==> config.mk <==
export PLATFORM = sky130hd
export DESIGN_NAME = sdc_ctrl
export DESIGN_NICKNAME = d
export VERILOG_FILES = /design/src/hw/sdc_pkg.sv /design/src/hw/sdc_bit_if.sv /design/src/hw/sdc_bit_engine.sv /design/src/hw/sdc_ctrl.sv
export VERILOG_INCLUDE_DIRS = /design/src /design/src/hw
export SDC_FILE = /design/constraint.sdc
export NUM_CORES = 1
export LEC_CHECK = 0
export BUFFER_PORTS_ARGS = -buffer_cell sky130_fd_sc_hd__buf_2
export CORE_MARGIN = 3
export CORE_UTILIZATION = 60
export DETAILED_ROUTE_END_ITERATION = 12
export GPL_ROUTABILITY_DRIVEN = 1
export PLACE_DENSITY = 0.82
export REMOVE_ABC_BUFFERS = 1
export SYNTH_ARGS = -nofsm -noshare
export SYNTH_HDL_FRONTEND = slang
export SYNTH_SLANG_ARGS = --single-unit
export TNS_END_PERCENT = 100
==> constraint.sdc <==
create_clock -name clock -period 4.2 [get_ports clock]
set_input_delay 0.21 -clock clock [delete_from_list [all_inputs] [get_ports clock]]
set_output_delay 0.21 -clock clock [all_outputs]
set_load 0.05 [all_outputs]
==> src/hw/sdc_regs.svh <==
/*
  sdc_regs.svh: constants for the serial drive command controller (host side).
  assumes a 100 MHz clock; times are converted to cycle counts here.
*/
`ifndef SDC_REGS_SVH
`define SDC_REGS_SVH

`define SDC_CLK_MHZ 100
// ==================================================
// gate spacing times
`define SDC_T_RD2WR_NS 300
`define SDC_T_WRGAP_NS 1000
`define SDC_T_WR2RD_NS 20000
`define SDC_T_HEAD_NS 20000
`define SDC_C_RD2WR ((`SDC_T_RD2WR_NS * `SDC_CLK_MHZ + 999) / 1000)
`define SDC_C_WRGAP ((`SDC_T_WRGAP_NS * `SDC_CLK_MHZ + 999) / 1000)
`define SDC_C_WR2RD ((`SDC_T_WR2RD_NS * `SDC_CLK_MHZ + 999) / 1000)
`define SDC_C_HEAD ((`SDC_T_HEAD_NS * `SDC_CLK_MHZ + 999) / 1000)
// ==================================================
// byte counts
`define SDC_DUMMY_BYTES 1
`define SDC_DISCARD_BYTES 4
`define SDC_PRESYNC_BYTES 10
// ==================================================
// command word fields
`define SDC_FN_MSB 15
`define SDC_FN_LSB 12
`define SDC_MOD_MSB 11
`define SDC_MOD_LSB 8
`define SDC_FN_SEEK 4'h0
`define SDC_FN_RECAL 4'h1
`define SDC_FN_STATUS 4'h2
`define SDC_FN_CONFIG 4'h3
`define SDC_FN_CONTROL 4'h5
`define SDC_FN_OFFSET 4'h7
`define SDC_FN_BPS 4'h9
`define SDC_WORD_BITS 17
`define SDC_BIT_CNT_W 5

`endif

==> src/hw/sdc_pkg.sv <==
/*
  sdc_pkg.sv: types for the serial drive command controller.
  assumes sdc_regs.svh is on the include path.
*/
`default_nettype none
package sdc_pkg;
  typedef enum logic [4:0] {
    SDC_IDLE = 5'b00001,
    SDC_PRES = 5'b00010,
    SDC_REQ  = 5'b00100,
    SDC_REL  = 5'b01000,
    SDC_WAIT = 5'b10000
  } sdc_hs_e;
  typedef enum logic [2:0] {
    SDC_G_IDLE = 3'b001,
    SDC_G_RD   = 3'b010,
    SDC_G_WR   = 3'b100
  } sdc_gate_e;
endpackage
`default_nettype wire

==> src/hw/sdc_bit_if.sv <==
/*
  sdc_bit_if.sv: carries one serial bit exchange between main and bit engine.
  assumes a single clock domain.
*/
`timescale 1ns/1ns
`default_nettype none
interface sdc_bit_if;
  logic start;
  logic tx_bit;
  logic done;
  logic rx_bit;
  modport eng (input start, input tx_bit, output done, output rx_bit);
  modport ctl (output start, output tx_bit, input done, input rx_bit);
endinterface
`default_nettype wire

==> src/hw/sdc_bit_engine.sv <==
/*
  sdc_bit_engine.sv: one request/acknowledge bit exchange on the serial lines.
  assumes ack and response data are synchronous to clock, active high inside.
*/
`timescale 1ns/1ns
`default_nettype none
module sdc_bit_engine
  import sdc_pkg::*;
(
  input wire logic clock,
  input wire logic rst_b,
  sdc_bit_if.eng bi,
  input wire logic ack,
  input wire logic resp_data,
  output logic req_ff,
  output logic cmd_ff
);
  // ==================================================
  // handshake state
  sdc_hs_e st_ff;
  sdc_hs_e nxt_st;
  logic done_ff;
  logic rx_ff;
  logic nxt_req;
  logic nxt_cmd;
  assign bi.done = done_ff;
  assign bi.rx_bit = rx_ff;
  always_comb
  begin
    nxt_st = st_ff;
    nxt_req = req_ff;
    nxt_cmd = cmd_ff;
    unique case (st_ff)
      SDC_IDLE:
      begin
        if (bi.start)
        begin
          nxt_cmd = bi.tx_bit;
          nxt_st = SDC_PRES;
        end
      end
      SDC_PRES:
      begin
        nxt_req = 1'b1;
        nxt_st = SDC_REQ;
      end
      SDC_REQ:
      begin
        if (ack)
        begin
          nxt_req = 1'b0;
          nxt_st = SDC_REL;
        end
      end
      SDC_REL:
      begin
        if (!ack)
        begin
          nxt_st = SDC_IDLE;
        end
      end
      default:
      begin
        nxt_st = SDC_IDLE;
      end
    endcase
  end
  always_ff @(posedge clock or negedge rst_b)
  begin
    if (!rst_b)
    begin
      st_ff <= SDC_IDLE;
      req_ff <= 1'b0;
      cmd_ff <= 1'b0;
      done_ff <= 1'b0;
      rx_ff <= 1'b0;
    end
    else
    begin
      st_ff <= nxt_st;
      req_ff <= nxt_req;
      cmd_ff <= (nxt_st == SDC_IDLE) ? 1'b0 : nxt_cmd;
      done_ff <= (st_ff == SDC_REL) && !ack;
      if (st_ff == SDC_REQ && ack)
      begin
        rx_ff <= resp_data;
      end
    end
  end
  // ==================================================
  // checks
  property p_req_drop;
    @(posedge clock) disable iff (!rst_b)
    (st_ff == SDC_REQ && ack) |=> !req_ff;
  endproperty
  a_req_drop: assert property (p_req_drop) else $error("req not dropped after ack");
  property p_data_stable;
    @(posedge clock) disable iff (!rst_b)
    req_ff && $past(req_ff) |-> $stable(cmd_ff);
  endproperty
  a_data_stable: assert property (p_data_stable) else $error("data moved under req");
endmodule // sdc_bit_engine
`default_nettype wire

==> src/hw/sdc_ctrl.sv <==
/*
  sdc_ctrl.sv: host-side controller for a serial-mode disk drive: head select,
  read/write gate spacing and serial command/response transfer.
  assumes all drive pins are synchronous to clock; pins are active high here,
  the pad ring inverts the active-low cable lines.
*/
`timescale 1ns/1ns
`default_nettype none
`include "sdc_regs.svh"
// Function
// - hold valid head while gates active
// - write fault invalidates sector, rewrite
// - read-to-write gap at least 300 ns
// - write gate off one microsecond between
// - write-to-read gap 20 microseconds
// - one dummy byte before write off
// - head settle 20 us, skip 4 bytes
// - read gate 10 bytes before sync (SDC_PRESYNC_BYTES is not used by this logic)
// - 16-bit word MSB first, odd parity
// - function, modifier or parameter fields
// - no bits during done; idle high
module sdc_ctrl
  import sdc_pkg::*;
(
  input wire logic clock,
  input wire logic rst_b,
  input wire logic cmd_valid,
  input wire logic [15:0] cmd_word,
  input wire logic cmd_expect_resp,
  output logic cmd_ready_ff,
  output logic resp_valid_ff,
  output logic [15:0] resp_word_ff,
  output logic resp_parity_err_ff,
  input wire logic [3:0] head_req,
  input wire logic rd_req,
  input wire logic wr_req,
  input wire logic byte_tick,
  output logic rd_ok_ff,
  output logic wr_ok_ff,
  output logic wr_fault_seen_ff,
  output logic [3:0] head_sel_ff,
  output logic rd_gate_ff,
  output logic wr_gate_ff,
  output logic xfer_req_ff,
  output logic cmd_data_ff,
  input wire logic xfer_ack,
  input wire logic resp_data,
  input wire logic cmd_done,
  input wire logic write_fault
);
  // ==================================================
  // serial word transfer
  sdc_bit_if bi();
  logic req_w;
  logic cmd_w;
  sdc_bit_engine u_eng (
    .clock(clock),
    .rst_b(rst_b),
    .bi(bi),
    .ack(xfer_ack),
    .resp_data(resp_data),
    .req_ff(req_w),
    .cmd_ff(cmd_w)
  );
  function automatic logic odd_par(input logic [15:0] w);
    odd_par = ~(^w);
  endfunction
  logic [16:0] tx_ff;
  logic [16:0] rx_ff;
  logic [`SDC_BIT_CNT_W-1:0] cnt_ff;
  logic busy_ff;
  logic rx_mode_ff;
  logic bit_go_ff;
  logic exp_ff;
  logic last_bit;
  logic start_ok;
  assign last_bit = (cnt_ff == 5'(`SDC_WORD_BITS - 1));
  // wait for done low before sending
  assign start_ok = cmd_valid && cmd_ready_ff && !cmd_done;
  assign bi.start = bit_go_ff;
  assign bi.tx_bit = rx_mode_ff ? 1'b0 : tx_ff[16];
  always_ff @(posedge clock or negedge rst_b)
  begin
    if (!rst_b)
    begin
      tx_ff <= 17'h0_0000;
      rx_ff <= 17'h0_0000;
      cnt_ff <= 5'h00;
      busy_ff <= 1'b0;
      rx_mode_ff <= 1'b0;
      bit_go_ff <= 1'b0;
      exp_ff <= 1'b0;
      cmd_ready_ff <= 1'b1;
      resp_valid_ff <= 1'b0;
      resp_word_ff <= 16'h0000;
      resp_parity_err_ff <= 1'b0;
    end
    else
    begin
      bit_go_ff <= 1'b0;
      resp_valid_ff <= 1'b0;
      if (start_ok)
      begin
        tx_ff <= {cmd_word, odd_par(cmd_word)};
        exp_ff <= cmd_expect_resp;
        cnt_ff <= 5'h00;
        busy_ff <= 1'b1;
        rx_mode_ff <= 1'b0;
        bit_go_ff <= 1'b1;
        cmd_ready_ff <= 1'b0;
      end
      else if (busy_ff && bi.done)
      begin
        tx_ff <= {tx_ff[15:0], 1'b0};
        if (rx_mode_ff)
        begin
          rx_ff <= {rx_ff[15:0], bi.rx_bit};
        end
        if (!last_bit)
        begin
          cnt_ff <= cnt_ff + 5'h01;
          bit_go_ff <= 1'b1;
        end
        else if (!rx_mode_ff && exp_ff)
        begin
          cnt_ff <= 5'h00;
          rx_mode_ff <= 1'b1;
          bit_go_ff <= 1'b1;
        end
        else
        begin
          busy_ff <= 1'b0;
        end
      end
      else if (!busy_ff && !cmd_ready_ff && !cmd_done)
      begin
        cmd_ready_ff <= 1'b1;
        if (rx_mode_ff)
        begin
          resp_valid_ff <= 1'b1;
          resp_word_ff <= rx_ff[16:1];
          resp_parity_err_ff <= (odd_par(rx_ff[16:1]) != rx_ff[0]);
        end
      end
    end
  end
  always_ff @(posedge clock or negedge rst_b)
  begin
    if (!rst_b)
    begin
      xfer_req_ff <= 1'b0;
      cmd_data_ff <= 1'b0;
    end
    else
    begin
      xfer_req_ff <= req_w;
      cmd_data_ff <= cmd_w;
    end
  end
  // ==================================================
  // gate sequencing
  sdc_gate_e g_ff;
  sdc_gate_e nxt_g;
  logic [11:0] since_rd_ff;
  logic [11:0] since_wr_ff;
  logic [11:0] since_hd_ff;
  logic [3:0] bytes_ff;
  logic rd_allow;
  logic wr_allow;
  logic head_chg;
  assign head_chg = (head_req != head_sel_ff) && (g_ff == SDC_G_IDLE);
  assign rd_allow = (since_wr_ff >= 12'(`SDC_C_WR2RD)) && (since_hd_ff >= 12'(`SDC_C_HEAD));
  assign wr_allow = (since_rd_ff >= 12'(`SDC_C_RD2WR)) && (since_wr_ff >= 12'(`SDC_C_WRGAP));
  always_comb
  begin
    nxt_g = g_ff;
    unique case (g_ff)
      SDC_G_IDLE:
      begin
        if (wr_req && wr_allow && !head_chg)
        begin
          nxt_g = SDC_G_WR;
        end
        else if (rd_req && rd_allow && !head_chg)
        begin
          nxt_g = SDC_G_RD;
        end
      end
      SDC_G_RD:
      begin
        if (!rd_req)
        begin
          nxt_g = SDC_G_IDLE;
        end
      end
      SDC_G_WR:
      begin
        // one dummy byte after data ends
        if (!wr_req && bytes_ff >= 4'(`SDC_DUMMY_BYTES))
        begin
          nxt_g = SDC_G_IDLE;
        end
      end
      default:
      begin
        nxt_g = SDC_G_IDLE;
      end
    endcase
  end
  always_ff @(posedge clock or negedge rst_b)
  begin
    if (!rst_b)
    begin
      g_ff <= SDC_G_IDLE;
      since_rd_ff <= 12'hfff;
      since_wr_ff <= 12'hfff;
      since_hd_ff <= 12'hfff;
      bytes_ff <= 4'h0;
      head_sel_ff <= 4'h0;
      rd_gate_ff <= 1'b0;
      wr_gate_ff <= 1'b0;
      rd_ok_ff <= 1'b0;
      wr_ok_ff <= 1'b0;
    end
    else
    begin
      g_ff <= nxt_g;
      // head only changes with both gates off
      if (head_chg)
      begin
        head_sel_ff <= head_req;
      end
      since_hd_ff <= head_chg ? 12'h000 : since_hd_ff + {11'h000, since_hd_ff != 12'hfff};
      since_rd_ff <= rd_gate_ff ? 12'h000 : since_rd_ff + {11'h000, since_rd_ff != 12'hfff};
      since_wr_ff <= wr_gate_ff ? 12'h000 : since_wr_ff + {11'h000, since_wr_ff != 12'hfff};
      if (nxt_g != g_ff || (g_ff == SDC_G_WR && wr_req))
      begin
        bytes_ff <= 4'h0;
      end
      else if (byte_tick && bytes_ff != 4'hf)
      begin
        bytes_ff <= bytes_ff + 4'h1;
      end
      // read gate opens on rd_req once rd_allow holds, no head change is pending and no wr_req with wr_allow wins first
      rd_gate_ff <= (nxt_g == SDC_G_RD);
      wr_gate_ff <= (nxt_g == SDC_G_WR);
      wr_ok_ff <= (nxt_g == SDC_G_WR) && wr_req;
      // discard first bytes after read gate
      rd_ok_ff <= (g_ff == SDC_G_RD) && (nxt_g == SDC_G_RD) &&
                  (bytes_ff >= 4'(`SDC_DISCARD_BYTES));
    end
  end
  // fault under write gate: sector must be rewritten
  always_ff @(posedge clock or negedge rst_b)
  begin
    if (!rst_b)
    begin
      wr_fault_seen_ff <= 1'b0;
    end
    else if (wr_gate_ff && write_fault)
    begin
      wr_fault_seen_ff <= 1'b1;
    end
    else if (wr_req && !wr_gate_ff && !write_fault)
    begin
      wr_fault_seen_ff <= 1'b0;
    end
  end
  // ==================================================
  // checks
  property p_rd2wr;
    @(posedge clock) disable iff (!rst_b)
    $rose(wr_gate_ff) |-> since_rd_ff >= 12'(`SDC_C_RD2WR);
  endproperty
  a_rd2wr: assert property (p_rd2wr) else $error("write gate too soon after read");
  property p_wrgap;
    @(posedge clock) disable iff (!rst_b)
    $rose(wr_gate_ff) |-> since_wr_ff >= 12'(`SDC_C_WRGAP);
  endproperty
  a_wrgap: assert property (p_wrgap) else $error("write gate gap too short");
  property p_wr2rd;
    @(posedge clock) disable iff (!rst_b)
    $rose(rd_gate_ff) |-> since_wr_ff >= 12'(`SDC_C_WR2RD);
  endproperty
  a_wr2rd: assert property (p_wr2rd) else $error("read gate too soon after write");
  property p_head;
    @(posedge clock) disable iff (!rst_b)
    (rd_gate_ff || wr_gate_ff) |=> $stable(head_sel_ff);
  endproperty
  a_head: assert property (p_head) else $error("head moved under gate");
  property p_settle;
    @(posedge clock) disable iff (!rst_b)
    $rose(rd_gate_ff) |-> since_hd_ff >= 12'(`SDC_C_HEAD);
  endproperty
  a_settle: assert property (p_settle) else $error("read before head settle");
  property p_noread;
    @(posedge clock) disable iff (!rst_b)
    $rose(rd_gate_ff) |-> !rd_ok_ff ##1 !rd_ok_ff;
  endproperty
  a_noread: assert property (p_noread) else $error("read data used too early");
  property p_done_quiet;
    @(posedge clock) disable iff (!rst_b)
    $rose(xfer_req_ff) |-> busy_ff && (rx_mode_ff || !cmd_done);
  endproperty
  a_done_quiet: assert property (p_done_quiet) else $error("request outside transfer");
  property p_idle_line;
    @(posedge clock) disable iff (!rst_b)
    !busy_ff ##1 !busy_ff |-> !cmd_data_ff;
  endproperty
  a_idle_line: assert property (p_idle_line) else $error("command line active when idle");
  property p_parity;
    @(posedge clock) disable iff (!rst_b)
    start_ok |=> ^tx_ff;
  endproperty
  a_parity: assert property (p_parity) else $error("parity not odd");
  property p_dummy;
    @(posedge clock) disable iff (!rst_b)
    $fell(wr_gate_ff) |-> $past(bytes_ff) >= 4'(`SDC_DUMMY_BYTES);
  endproperty
  a_dummy: assert property (p_dummy) else $error("no dummy byte");
  c_cmd: cover property (@(posedge clock) disable iff (!rst_b) start_ok);
  c_resp: cover property (@(posedge clock) disable iff (!rst_b) resp_valid_ff);
  c_wr: cover property (@(posedge clock) disable iff (!rst_b) $fell(wr_gate_ff));
  c_rd: cover property (@(posedge clock) disable iff (!rst_b) rd_ok_ff);
endmodule // sdc_ctrl
`default_nettype wire

==> results of run 1 <==
[per-layer routing]
| layer | wire length [um] | GRT usage (%) | vias to the layer above | part of all wire [%] |
|---|---|---|---|---|
| met1 | 5390 | 29.5 | 2162 | 44 |
| met2 | 6160 | 38.7 | 102 | 50 |
| met5 | 0 | 0 | - | 0 |
| met3 | 449 | 5.46 | 27 | 3.6 |
| met4 | 306 | 11.2 | 0 | 2.5 |
| li1 | - | - | 2054 | - |
[cell families (layout without fill, tap and decap cells)]
kind of cell | after synthesis | count (layout) | share of synthesized area, %
AOI/OAI and AO/OA | 68 | 68 | 6.79
xor gates and xnor gates | 64 | 64 | 9.56
adders and majority gates | 11 | 11 | 2.29
buffers and inverters | 25 | 133 | 1.89
DFF | 125 | 125 | 52.9
muxes | 56 | 56 | 10.1
other | 1 | 1 | 0.0624
and+or+nand+nor | 184 | 184 | 16.4
[state kept, by name (all words and copies together), names as in the netlist, 3 cells and up]
register      count
bytes_ff          4
head_sel_ff       4
since_hd_ff      12
since_rd_ff      12
rx_ff            17
cnt_ff            5
u_eng.st_ff       5
g_ff              3
tx_ff            17
resp_word_ff     16
since_wr_ff      12
[path summary, 6_finish.rpt]
path	end	slack [ns]	cells past startpoint
max	since_rd_ff[10]	1.62	8
min	bytes_ff[0]	0.13	5
max reg2reg	since_rd_ff[10]	1.62	8
min reg2reg	cmd_data_ff	0.40	0
max in group asynchronous	cnt_ff[3]	3.20	3
min in group asynchronous	rd_ok_ff	0.38	3
[power groups by stage]
stage / sequential, mW / clock (mW) / combinational (mW)
finish: 1.50 / 1.35 / 0.434
global route: 1.51 / 1.44 / 0.485
CTS: 1.49 / 1.37 / 0.427
detailed placement: 1.50 / 0 / 0.396
global placement: 1.49 / 0 / 0.376
floorplan: 1.48 / 0 / 0.276
[cells in the final DEF, fill, tap and decap left out, drive strengths merged, types with 2 or more instances in the layout]
cell | synthesis | layout
clkbuf | 4 | 18
nor4 | 3 | 3
xnor2 | 38 | 38
and3 | 5 | 5
o31ai | 2 | 2
nand2b | 3 | 3
or3 | 11 | 11
dlygate4sd3 | 0 | 27
buf | 10 | 63
nor4b | 4 | 4
dfstp | 39 | 39
ha | 11 | 11
clkinvlp | 0 | 3
and4bb | 2 | 2
nor3 | 17 | 17
a31o | 2 | 2
a21oi | 16 | 16
nor3b | 3 | 3
dfrtp | 86 | 86
nand2 | 44 | 44
and2 | 6 | 6
nor2b | 6 | 6
o211ai | 3 | 3
a31oi | 4 | 4
nor2 | 42 | 42
mux2i | 17 | 17
o21ai | 32 | 32
or2 | 4 | 4
inv | 11 | 15
and4 | 2 | 2
o2111ai | 2 | 2
xor2 | 25 | 25
nand4 | 9 | 9
mux2 | 39 | 39
nand3 | 21 | 21
clkinv | 0 | 6
o21bai | 3 | 3
[stage by stage]
step / hold slack, ns / utilization [%] / instance area [um2] / setup WS [ns]
floorplan: -0.0856 / - / 5940 / 2.01
global placement: 0.361 / 67.6 / 6420 / 2.00
detailed placement: 0.364 / 67.6 / 6420 / 1.87
CTS: 0.109 / 76.3 / 7250 / 1.65
global route: 0.126 / 76.3 / 7250 / 1.50
finish: 0.128 / 76.3 / 7250 / 1.62
[timing repair]
item                                   in CTS  in global routing
endpoints found under the hold margin     112                  0
setup buffers                               0                  0
gates resized for setup                     0                  0
setup endpoints to repair                   0                  0
hold buffers                               27                  0
[tightest hold or removal path: stages]
cell     delay [ns]
buf_2          0.12
nand2_1        0.10
xnor2_1        0.07
nand2_1        0.06
nor3_1         0.04
[area by class of cell]
class                           instances  area, um2
Sequential cell                       125       3180
Fill cell                             611       2250
Timing Repair Buffer                   90        596
Clock inverter                         14        139
Clock buffer                           18        418
Tap cell                              129        161
Inverter                               11       41.3
Multi-Input combinational cell        384       2720
==> flow_metrics.env, run 1 <==
export IMPL_required_ns=4.64
export IMPL_cpMostUsedCell="ha_1"
export IMPL_syn_to_final_growth_pct=20.7
export IMPL_io_pin_count=61
export IMPL_slew_violations=0
export IMPL_cts_tree="yes"
export IMPL_p_per_area_nw_per_um2=452
export IMPL_synth_top_area_cell="dfrtp_1"
export IMPL_min_delay_start="byte_tick"
export IMPL_grt_overflow=0
export IMPL_synth_area_leaders="dfrtp_1, dfstp_2, mux2_2"
export IMPL_die_h_um=106
export IMPL_finalSetupTns_ns=0
export IMPL_first_global_vias=4384
export IMPL_ys_types=52
export IMPL_rows=35
export IMPL_ant_nets=0
export IMPL_dr_pass1_iters=5
export IMPL_dp_cells=712
export IMPL_p_total_mw=3.28
export IMPL_critPathSlowestCell="dfstp_2"
export IMPL_cellLeakagePower_nw=3.14
export IMPL_layout_nets=671
export IMPL_drt_iter0_drc=261
export IMPL_place_congestion=0.901
export IMPL_crit_family="simple AND/OR/NAND/NOR gates"
export IMPL_status="complete, no violations"
export IMPL_hold_viol_final=0
export IMPL_maxCapViolCount=0
export IMPL_clkTransAtPathRegs_ns=0.06
export IMPL_worst_setup_path_end_kind="register"
export IMPL_antenna_found_initial=0
export IMPL_start_util_pct=63.2
export IMPL_setup_viol=0
export IMPL_groute_usage_overall_pct=23.5
export IMPL_drive_above_1_share_pct=29.4
export IMPL_die_area_um2=11300
export IMPL_io_buffer_count=60
export IMPL_swShare_pct=28.3
export IMPL_crit_start="since_rd_ff[3]"
export IMPL_skew_ns=0.00800
export IMPL_pwr_share_clk_pct=41.2
export IMPL_intPower_mw=2.35
export IMPL_core_um2=9500
export IMPL_yosys_top_cells_count="dfrtp_1, nand2_1, nor2_1"
export IMPL_crit_path_start_kind="register"
export IMPL_synth_edf_count=0
export IMPL_hold_class="in -> reg"
export IMPL_worstSetupPathType="reg -> reg"
export IMPL_max_stage_delay_ns=0.58
export IMPL_synth_top_area_share_pct=35.8
export IMPL_fmax_mhz=388
export IMPL_wl_per_cell_um=16.0
export IMPL_worstSkewPairLatency_ns=0.52
export IMPL_finalCritPeriodShare_pct=61.4
export IMPL_synth_seq_cells=125
export IMPL_cts_sinks=125
export IMPL_dp_hpwl_um=7500
export IMPL_cp_num_buf_inv=0
export IMPL_irDropWorstVdd_mv=0.246
export IMPL_via_per_inst=5.64
export IMPL_cts_buffers_inserted=17
export IMPL_grt_pass1_wl_um=21100
export IMPL_comb_power_share_pct=13.2
export IMPL_grt_max_degree=70
export IMPL_syn_area_um2=6010
export IMPL_period_needed_ns=2.58
export IMPL_syn_avg_cell_area_um2=11.3
export IMPL_drc=0
export IMPL_htreeDepth=4
export IMPL_die_w_um=106
export IMPL_diodes=0
export IMPL_synthCells=534
export IMPL_p_sw_mw=0.928
export IMPL_rsz0062_at_grt="false"
export IMPL_synthArstFlopShare_pct=100
export IMPL_synth_most_common_cell="dfrtp_1"
export IMPL_rr_startpoint="since_rd_ff[3]"
export IMPL_final_cells=771
export IMPL_ys_flop_type="dfrtp_1"
export IMPL_yosys_warnings=0
export IMPL_max_slew_margin_pct=23.2
export IMPL_crit_fanout=6
export IMPL_wl_um=12300
export IMPL_cp_arrival_ns=3.02
export IMPL_p_seq_share_pct=45.6
export IMPL_worst_pin_slew_ns=1.14
export IMPL_ctsRootBufferMaster="clkbuf_8"
export IMPL_vias=4345
export IMPL_path_cells="and4_1 -> nand4_1 -> or3_1 -> ha_1 -> ha_1 -> nand2_1 -> o21ai_0 -> a21oi_1"
export IMPL_ys_seq_area_share_pct=52.9
export IMPL_clk_path_buf_depth=2
No activity file was read; power rests on OpenSTA's default activity.
==> run 2: changes to the inputs <==
--- a/config.mk
+++ b/config.mk
@@ -8,10 +8,10 @@
 export LEC_CHECK = 0
 export BUFFER_PORTS_ARGS = -buffer_cell sky130_fd_sc_hd__buf_2
 export CORE_MARGIN = 3
-export CORE_UTILIZATION = 60
+export CORE_UTILIZATION = 53
 export DETAILED_ROUTE_END_ITERATION = 12
 export GPL_ROUTABILITY_DRIVEN = 1
-export PLACE_DENSITY = 0.82
+export PLACE_DENSITY = 0.77
 export REMOVE_ABC_BUFFERS = 1
 export SYNTH_ARGS = -nofsm -noshare
 export SYNTH_HDL_FRONTEND = slang
==> constraint.sdc (replaced) <==
create_clock -name clock -period 2.25 [get_ports clock]
set_input_delay 0.1125 -clock clock [delete_from_list [all_inputs] [get_ports clock]]
set_output_delay 0.1125 -clock clock [all_outputs]
set_load 0.05 [all_outputs]
==> run 2 against run 1 <==
  * Sequential cell count is the same
  * Non-clock buffer count up 6
  * Clock-buffer cell count grew 8
  * Routed wire length is 4.0% lower
  * Sequential share of layout area down 0.77 points
  * Via count fell by 1.6%
  * Clock power is 100% higher
  * Fmax grew 17%
  * Die area up 12%
  * Power is 92% higher
  * Global-route usage is 3.6 points lower
  * Worst hold slack got worse by 0.075 ns
  * Critical endpoint is now since_rd_ff[8]
==> flow_metrics.env, run 2 (synthesized netlist as in run 1, its figures left out) <==
export IMPL_status="complete, no violations"
export IMPL_dp_cells=729
export IMPL_p_seq_share_pct=44.0
export IMPL_grt_pass1_wl_um=20400
export IMPL_finalCritPeriodShare_pct=97.5
export IMPL_cts_sinks=125
export IMPL_multi_input_comb_area_um2=2740
export IMPL_setup_viol=0
export IMPL_grt_overflow=0
export IMPL_core_um2=10900
export IMPL_min_delay_start="cmd_done"
export IMPL_hold_class="in -> reg"
export IMPL_wl_um=11800
export IMPL_htreeDepth=4
export IMPL_worstSkewPairLatency_ns=0.42
export IMPL_fmax_mhz=456
export IMPL_hold_depth=4
export IMPL_critPathSlowestCell="dfstp_2"
export IMPL_timing_hold_ws_ns=0.0539
export IMPL_clk_path_buf_depth=2
export IMPL_die_h_um=112
export IMPL_dr_pass1_iters=4
export IMPL_worstSetupPathType="reg -> reg"
export IMPL_finalSetupTns_ns=0
export IMPL_period_needed_ns=2.19
export IMPL_fin_util_pct=67.5
export IMPL_swShare_pct=25.1
export IMPL_drt_iter0_drc=262
export IMPL_rows=38
export IMPL_cts_buffers_inserted=17
export IMPL_place_congestion=0.785
export IMPL_groute_usage_overall_pct=19.9
export IMPL_crit_path_start_kind="register"
export IMPL_intPower_mw=4.72
export IMPL_path_cells="and4_4 -> nand4_1 -> or3_1 -> ha_1 -> ha_2 -> nand4_1 -> xor2_1 -> nor2_1"
export IMPL_die_area_um2=12600
export IMPL_crit_fanout=5
export IMPL_n_fill_cell=814
export IMPL_pwr_share_clk_pct=43.2
export IMPL_antenna_found_initial=0
export IMPL_dp_hpwl_um=7740
export IMPL_start_util_pct=54.9
export IMPL_slew_violations=0
export IMPL_comb_power_share_pct=12.8
export IMPL_clkTransAtPathRegs_ns=0.06
export IMPL_required_ns=2.56
export IMPL_maxCapViolCount=0
export IMPL_cts_tree="yes"
export IMPL_max_slew_margin_pct=56.9
export IMPL_p_sw_mw=1.58
export IMPL_drc=0
export IMPL_die_w_um=112
export IMPL_first_global_vias=4397
export IMPL_grt_max_degree=126
export IMPL_ant_nets=0
export IMPL_cp_arrival_ns=2.51
export IMPL_cellLeakagePower_nw=3.20
export IMPL_max_stage_delay_ns=0.57
export IMPL_cp_num_buf_inv=0
export IMPL_cpMostUsedCell="nand4_1"
export IMPL_regToRegEndpoint="since_rd_ff[8]"
export IMPL_ctsRootBufferMaster="clkbuf_16"
export IMPL_worst_pin_slew_ns=0.646
export IMPL_io_buffer_count=60
export IMPL_drive_above_1_share_pct=30.9
export IMPL_io_pin_count=61
export IMPL_p_per_area_nw_per_um2=854
export IMPL_wl_per_cell_um=15.0
export IMPL_hold_viol_final=0
export IMPL_skew_ns=0.0183
export IMPL_reg2reg_slack_ns=0.06
export IMPL_ff2ff_path_depth=8
export IMPL_final_cells=788
export IMPL_final_common_cell="dfrtp_1"
export IMPL_irDropWorstVdd_mv=0.891
export IMPL_syn_to_final_growth_pct=22.8
export IMPL_seqCellArea_um2=3180
export IMPL_diodes=0
export IMPL_crit_family="simple AND/OR/NAND/NOR gates"
export IMPL_via_per_inst=5.43
export IMPL_whs_endpoint="cmd_ready_ff"
export IMPL_layout_common_cells="dfrtp_1, buf_2, nand2_1"
export IMPL_layout_nets=677
export IMPL_top_regs="rx_ff x17, tx_ff x17, resp_word_ff x16"
export IMPL_rr_startpoint="since_rd_ff[4]"
export IMPL_worst_setup_path_end_kind="register"
export IMPL_vias=4276
## run 2: worst max-delay path by stage
stage / from / endpoint / cells after the start
after floorplan: cmd_ready_ff / rx_ff[0] / 3
after global placement: since_rd_ff[4] / since_rd_ff[8] / 8
after detailed placement: since_rd_ff[4] / since_rd_ff[10] / 8
after CTS: since_rd_ff[4] / since_rd_ff[10] / 8
after global routing: since_wr_ff[2] / since_wr_ff[6] / 9
final: since_rd_ff[4] / since_rd_ff[8] / 8
## run 2: per-layer routing
metal  part of all wire (%)  global-route usage (%)
met1                     45                    25.3
met2                     51                    33.1
met3                    3.3                    5.39
met4                    1.1                    6.89
met5                      0                       0
## run 2: layout make-up
cell class	instances	area share [%]
Sequential cell	125	43.1
Multi-Input combinational cell	384	37.1
Timing Repair Buffer	96	8.82
Clock buffer	26	7.04
Tap cell	140	2.37
Clock inverter	6	1.09
Inverter	11	0.560
## run 2: worst register-to-register path: stages (launching register included)
cell	delay, ns
dfstp_2	0.57
and4_4	0.24
nand4_1	0.09
or3_1	0.36
ha_1	0.23
ha_2	0.22
nand4_1	0.14
xor2_1	0.18
nor2_1	0.06
## run 2: power groups by stage
stage	sequential [mW]	clock (mW)	combinational (mW)
after floorplan	2.77	0	0.515
after global placement	2.77	0	0.732
after detailed placement	2.79	0	0.764
after CTS	2.76	2.78	0.808
after global routing	2.80	2.89	0.920
final	2.77	2.72	0.809
## run 2: timing repair
item / CTS / global route
gates resized for setup: 0 / 6
hold endpoints to repair: 111 / 0
buffers inserted: 1 / 0
hold buffers: 26 / 0
setup endpoints to repair: 4 / 7
pin swaps: 1 / 0
## run 2: per-stage QoR
step	setup WS, ns	instance area [um2]	total power [mW]
after detailed placement	-0.0131	6490	3.56
after global placement	0.105	6490	3.50
final	0.0557	7380	6.30
after global routing	-0.0197	7380	6.61
after floorplan	0.0639	5940	3.28
after CTS	0.00815	7360	6.35
==> run 3: changes to the inputs <==
--- a/config.mk
+++ b/config.mk
@@ -11,7 +11,9 @@
 export CORE_UTILIZATION = 53
 export DETAILED_ROUTE_END_ITERATION = 12
 export GPL_ROUTABILITY_DRIVEN = 1
+export GPL_TIMING_DRIVEN = 0
 export PLACE_DENSITY = 0.77
+export RECOVER_POWER = 25
 export REMOVE_ABC_BUFFERS = 1
 export SYNTH_ARGS = -nofsm -noshare
 export SYNTH_HDL_FRONTEND = slang
==> run 3 against run 2 <==
  * Fmax increased by 0.70%
  * Core utilization down 0.33 points
  * Critical path type unchanged
  * Global-route usage fell by 0.25 points
  * Critical endpoint unchanged
  * Clock-buffer cell count shrank 5
  * Largest power group unchanged
  * Routed wire length barely moved
  * Non-clock buffer count decreased by 6
  * Critical path depth unchanged
  * Highest routed layer unchanged
  * Clock power is 1% higher
==> flow_metrics.env, run 3 (synthesized netlist as in run 1, its figures left out) <==
export IMPL_status="complete, no violations"
export IMPL_place_congestion=0.837
export IMPL_setup_viol=0
export IMPL_die_h_um=112
export IMPL_max_slew_margin_pct=20.1
export IMPL_crit_family="simple AND/OR/NAND/NOR gates"
export IMPL_p_per_area_nw_per_um2=867
export IMPL_wl_per_cell_um=15.1
export IMPL_htreeDepth=4
export IMPL_groute_usage_overall_pct=19.7
export IMPL_grt_max_degree=107
export IMPL_wl_um=11800
export IMPL_n_fill_cell=807
export IMPL_clk_path_buf_depth=2
export IMPL_die_area_um2=12600
export IMPL_cellLeakagePower_nw=3.15
export IMPL_diodes=0
export IMPL_ctsRootBufferMaster="clkbuf_16"
export IMPL_required_ns=2.57
export IMPL_critPathSlowestCell="dfstp_2"
export IMPL_rsz0062_at_grt="false"
export IMPL_max_stage_delay_ns=0.58
export IMPL_io_pin_count=61
export IMPL_slew_violations=0
export IMPL_finalCritPeriodShare_pct=96.8
export IMPL_fin_util_pct=67.1
export IMPL_clkTransAtPathRegs_ns=0.05
export IMPL_cts_tree="yes"
export IMPL_period_needed_ns=2.18
export IMPL_cts_sinks=125
export IMPL_worstSkewPairLatency_ns=0.41
export IMPL_cts_buffers_inserted=17
export IMPL_worstSetupPathType="reg -> reg"
export IMPL_antenna_found_initial=0
export IMPL_hold_viol_final=0
export IMPL_p_total_mw=6.37
export IMPL_first_global_vias=4280
export IMPL_dp_hpwl_um=7480
export IMPL_path_cells="and4_4 -> nand4_1 -> or3_1 -> ha_2 -> ha_2 -> nand4_1 -> xor2_1 -> nor2_1"
export IMPL_dr_pass1_iters=4
export IMPL_final_common_cell="dfrtp_1"
export IMPL_via_per_inst=5.54
export IMPL_drt_iter0_drc=286
export IMPL_die_w_um=112
export IMPL_fmax_mhz=459
export IMPL_skew_ns=0.00426
export IMPL_core_um2=10900
export IMPL_maxCapViolCount=0
export IMPL_top_regs="rx_ff x17, tx_ff x17, resp_word_ff x16"
export IMPL_worst_pin_slew_ns=1.20
export IMPL_cp_arrival_ns=2.50
export IMPL_layout_common_cells="dfrtp_1, buf_2, nand2_1"
export IMPL_layout_nets=671
export IMPL_syn_to_final_growth_pct=22.2
export IMPL_io_buffer_count=60
export IMPL_drc=0
export IMPL_worst_setup_path_end_kind="register"
export IMPL_hold_class="in -> reg"
export IMPL_irDropWorstVdd_mv=0.848
export IMPL_grt_overflow=0
export IMPL_drive_above_1_share_pct=30.4
export IMPL_crit_path_start_kind="register"
export IMPL_ant_nets=0
export IMPL_cp_num_buf_inv=0
export IMPL_crit_fanout=5
export IMPL_rows=38
export IMPL_start_util_pct=54.9
export IMPL_grt_pass1_wl_um=20000
export IMPL_vias=4333
[run 3: cell count changes in the layout (fill, tap and decap cells not counted)]
cell,previous run,this run
buf_16,0,1
clkbuf_8,6,2
buf_4,10,3
bufinv_16,2,3
clkinv_2,4,3
nand2_1,43,44
buf_12,1,0
ha_1,8,7
ha_2,3,4
clkinvlp_4,0,5
and3b_1,1,0
nand2_2,1,0
and3b_2,0,1
[run 3: final cells by class]
cell class,count,area [um2],share of cell area [%]
clock buffer,21,460,6.27
clock inverter,11,143,1.94
inverter,11,41.3,0.562
multi-input combinational,384,2740,37.3
sequential,125,3180,43.3
tap,140,175,2.39
timing repair buffer,90,609,8.30
[run 3: repair_timing]
| action | 4_1_cts | 5_1_grt |
|---|---|---|
| setup buffers | 1 | 2 |
| pin swaps | 0 | 4 |
| hold endpoints to repair | 118 | 0 |
| resized for setup | 3 | 4 |
| hold buffers | 26 | 0 |
| endpoints found under the setup margin | 24 | 10 |
| gates cloned | 0 | 0 |
[run 3: power by group]
group,internal (mW),switching [mW]
sequential,2.55,0.230
combinational,0.374,0.457
clock,1.79,0.967
[run 3: metal layers]
layer	up-vias	GRT usage, %	share of wire [%]
met5	-	0	0
met4	0	8.73	2.3
met3	28	5.77	4.2
met2	114	31.3	50
met1	2126	25.1	43
li1	2065	-	-
[run 3: worst paths after layout]
check                           slack (ns)        endpoint      startpoint  cells past startpoint
worst min-delay path                  0.06   resp_valid_ff        cmd_done                      2
worst min register to register        0.39     cmd_data_ff    u_eng.cmd_ff                      0
worst max-delay path                  0.07  since_rd_ff[8]  since_rd_ff[4]                      8
max in group asynchronous             0.68  u_eng.st_ff[0]           rst_b                      3
worst max register to register        0.07  since_rd_ff[8]  since_rd_ff[4]                      8
min in group asynchronous             0.48     bytes_ff[0]           rst_b                      2
[run 3: stage by stage]
step	hold slack, ns	area [um2]	TNS [ns]	worst slack [ns]	std cells
floorplan	-0.183	5940	0	0.0639	520
global placement	0.329	6410	-39.56	-0.455	720
detailed placement	-0.0286	6440	-2.15	-0.121	721
CTS	0.0388	7320	0	0.00321	780
global route	0.0671	7340	0	0.000279	782
finish	0.0636	7340	0	0.0710	782
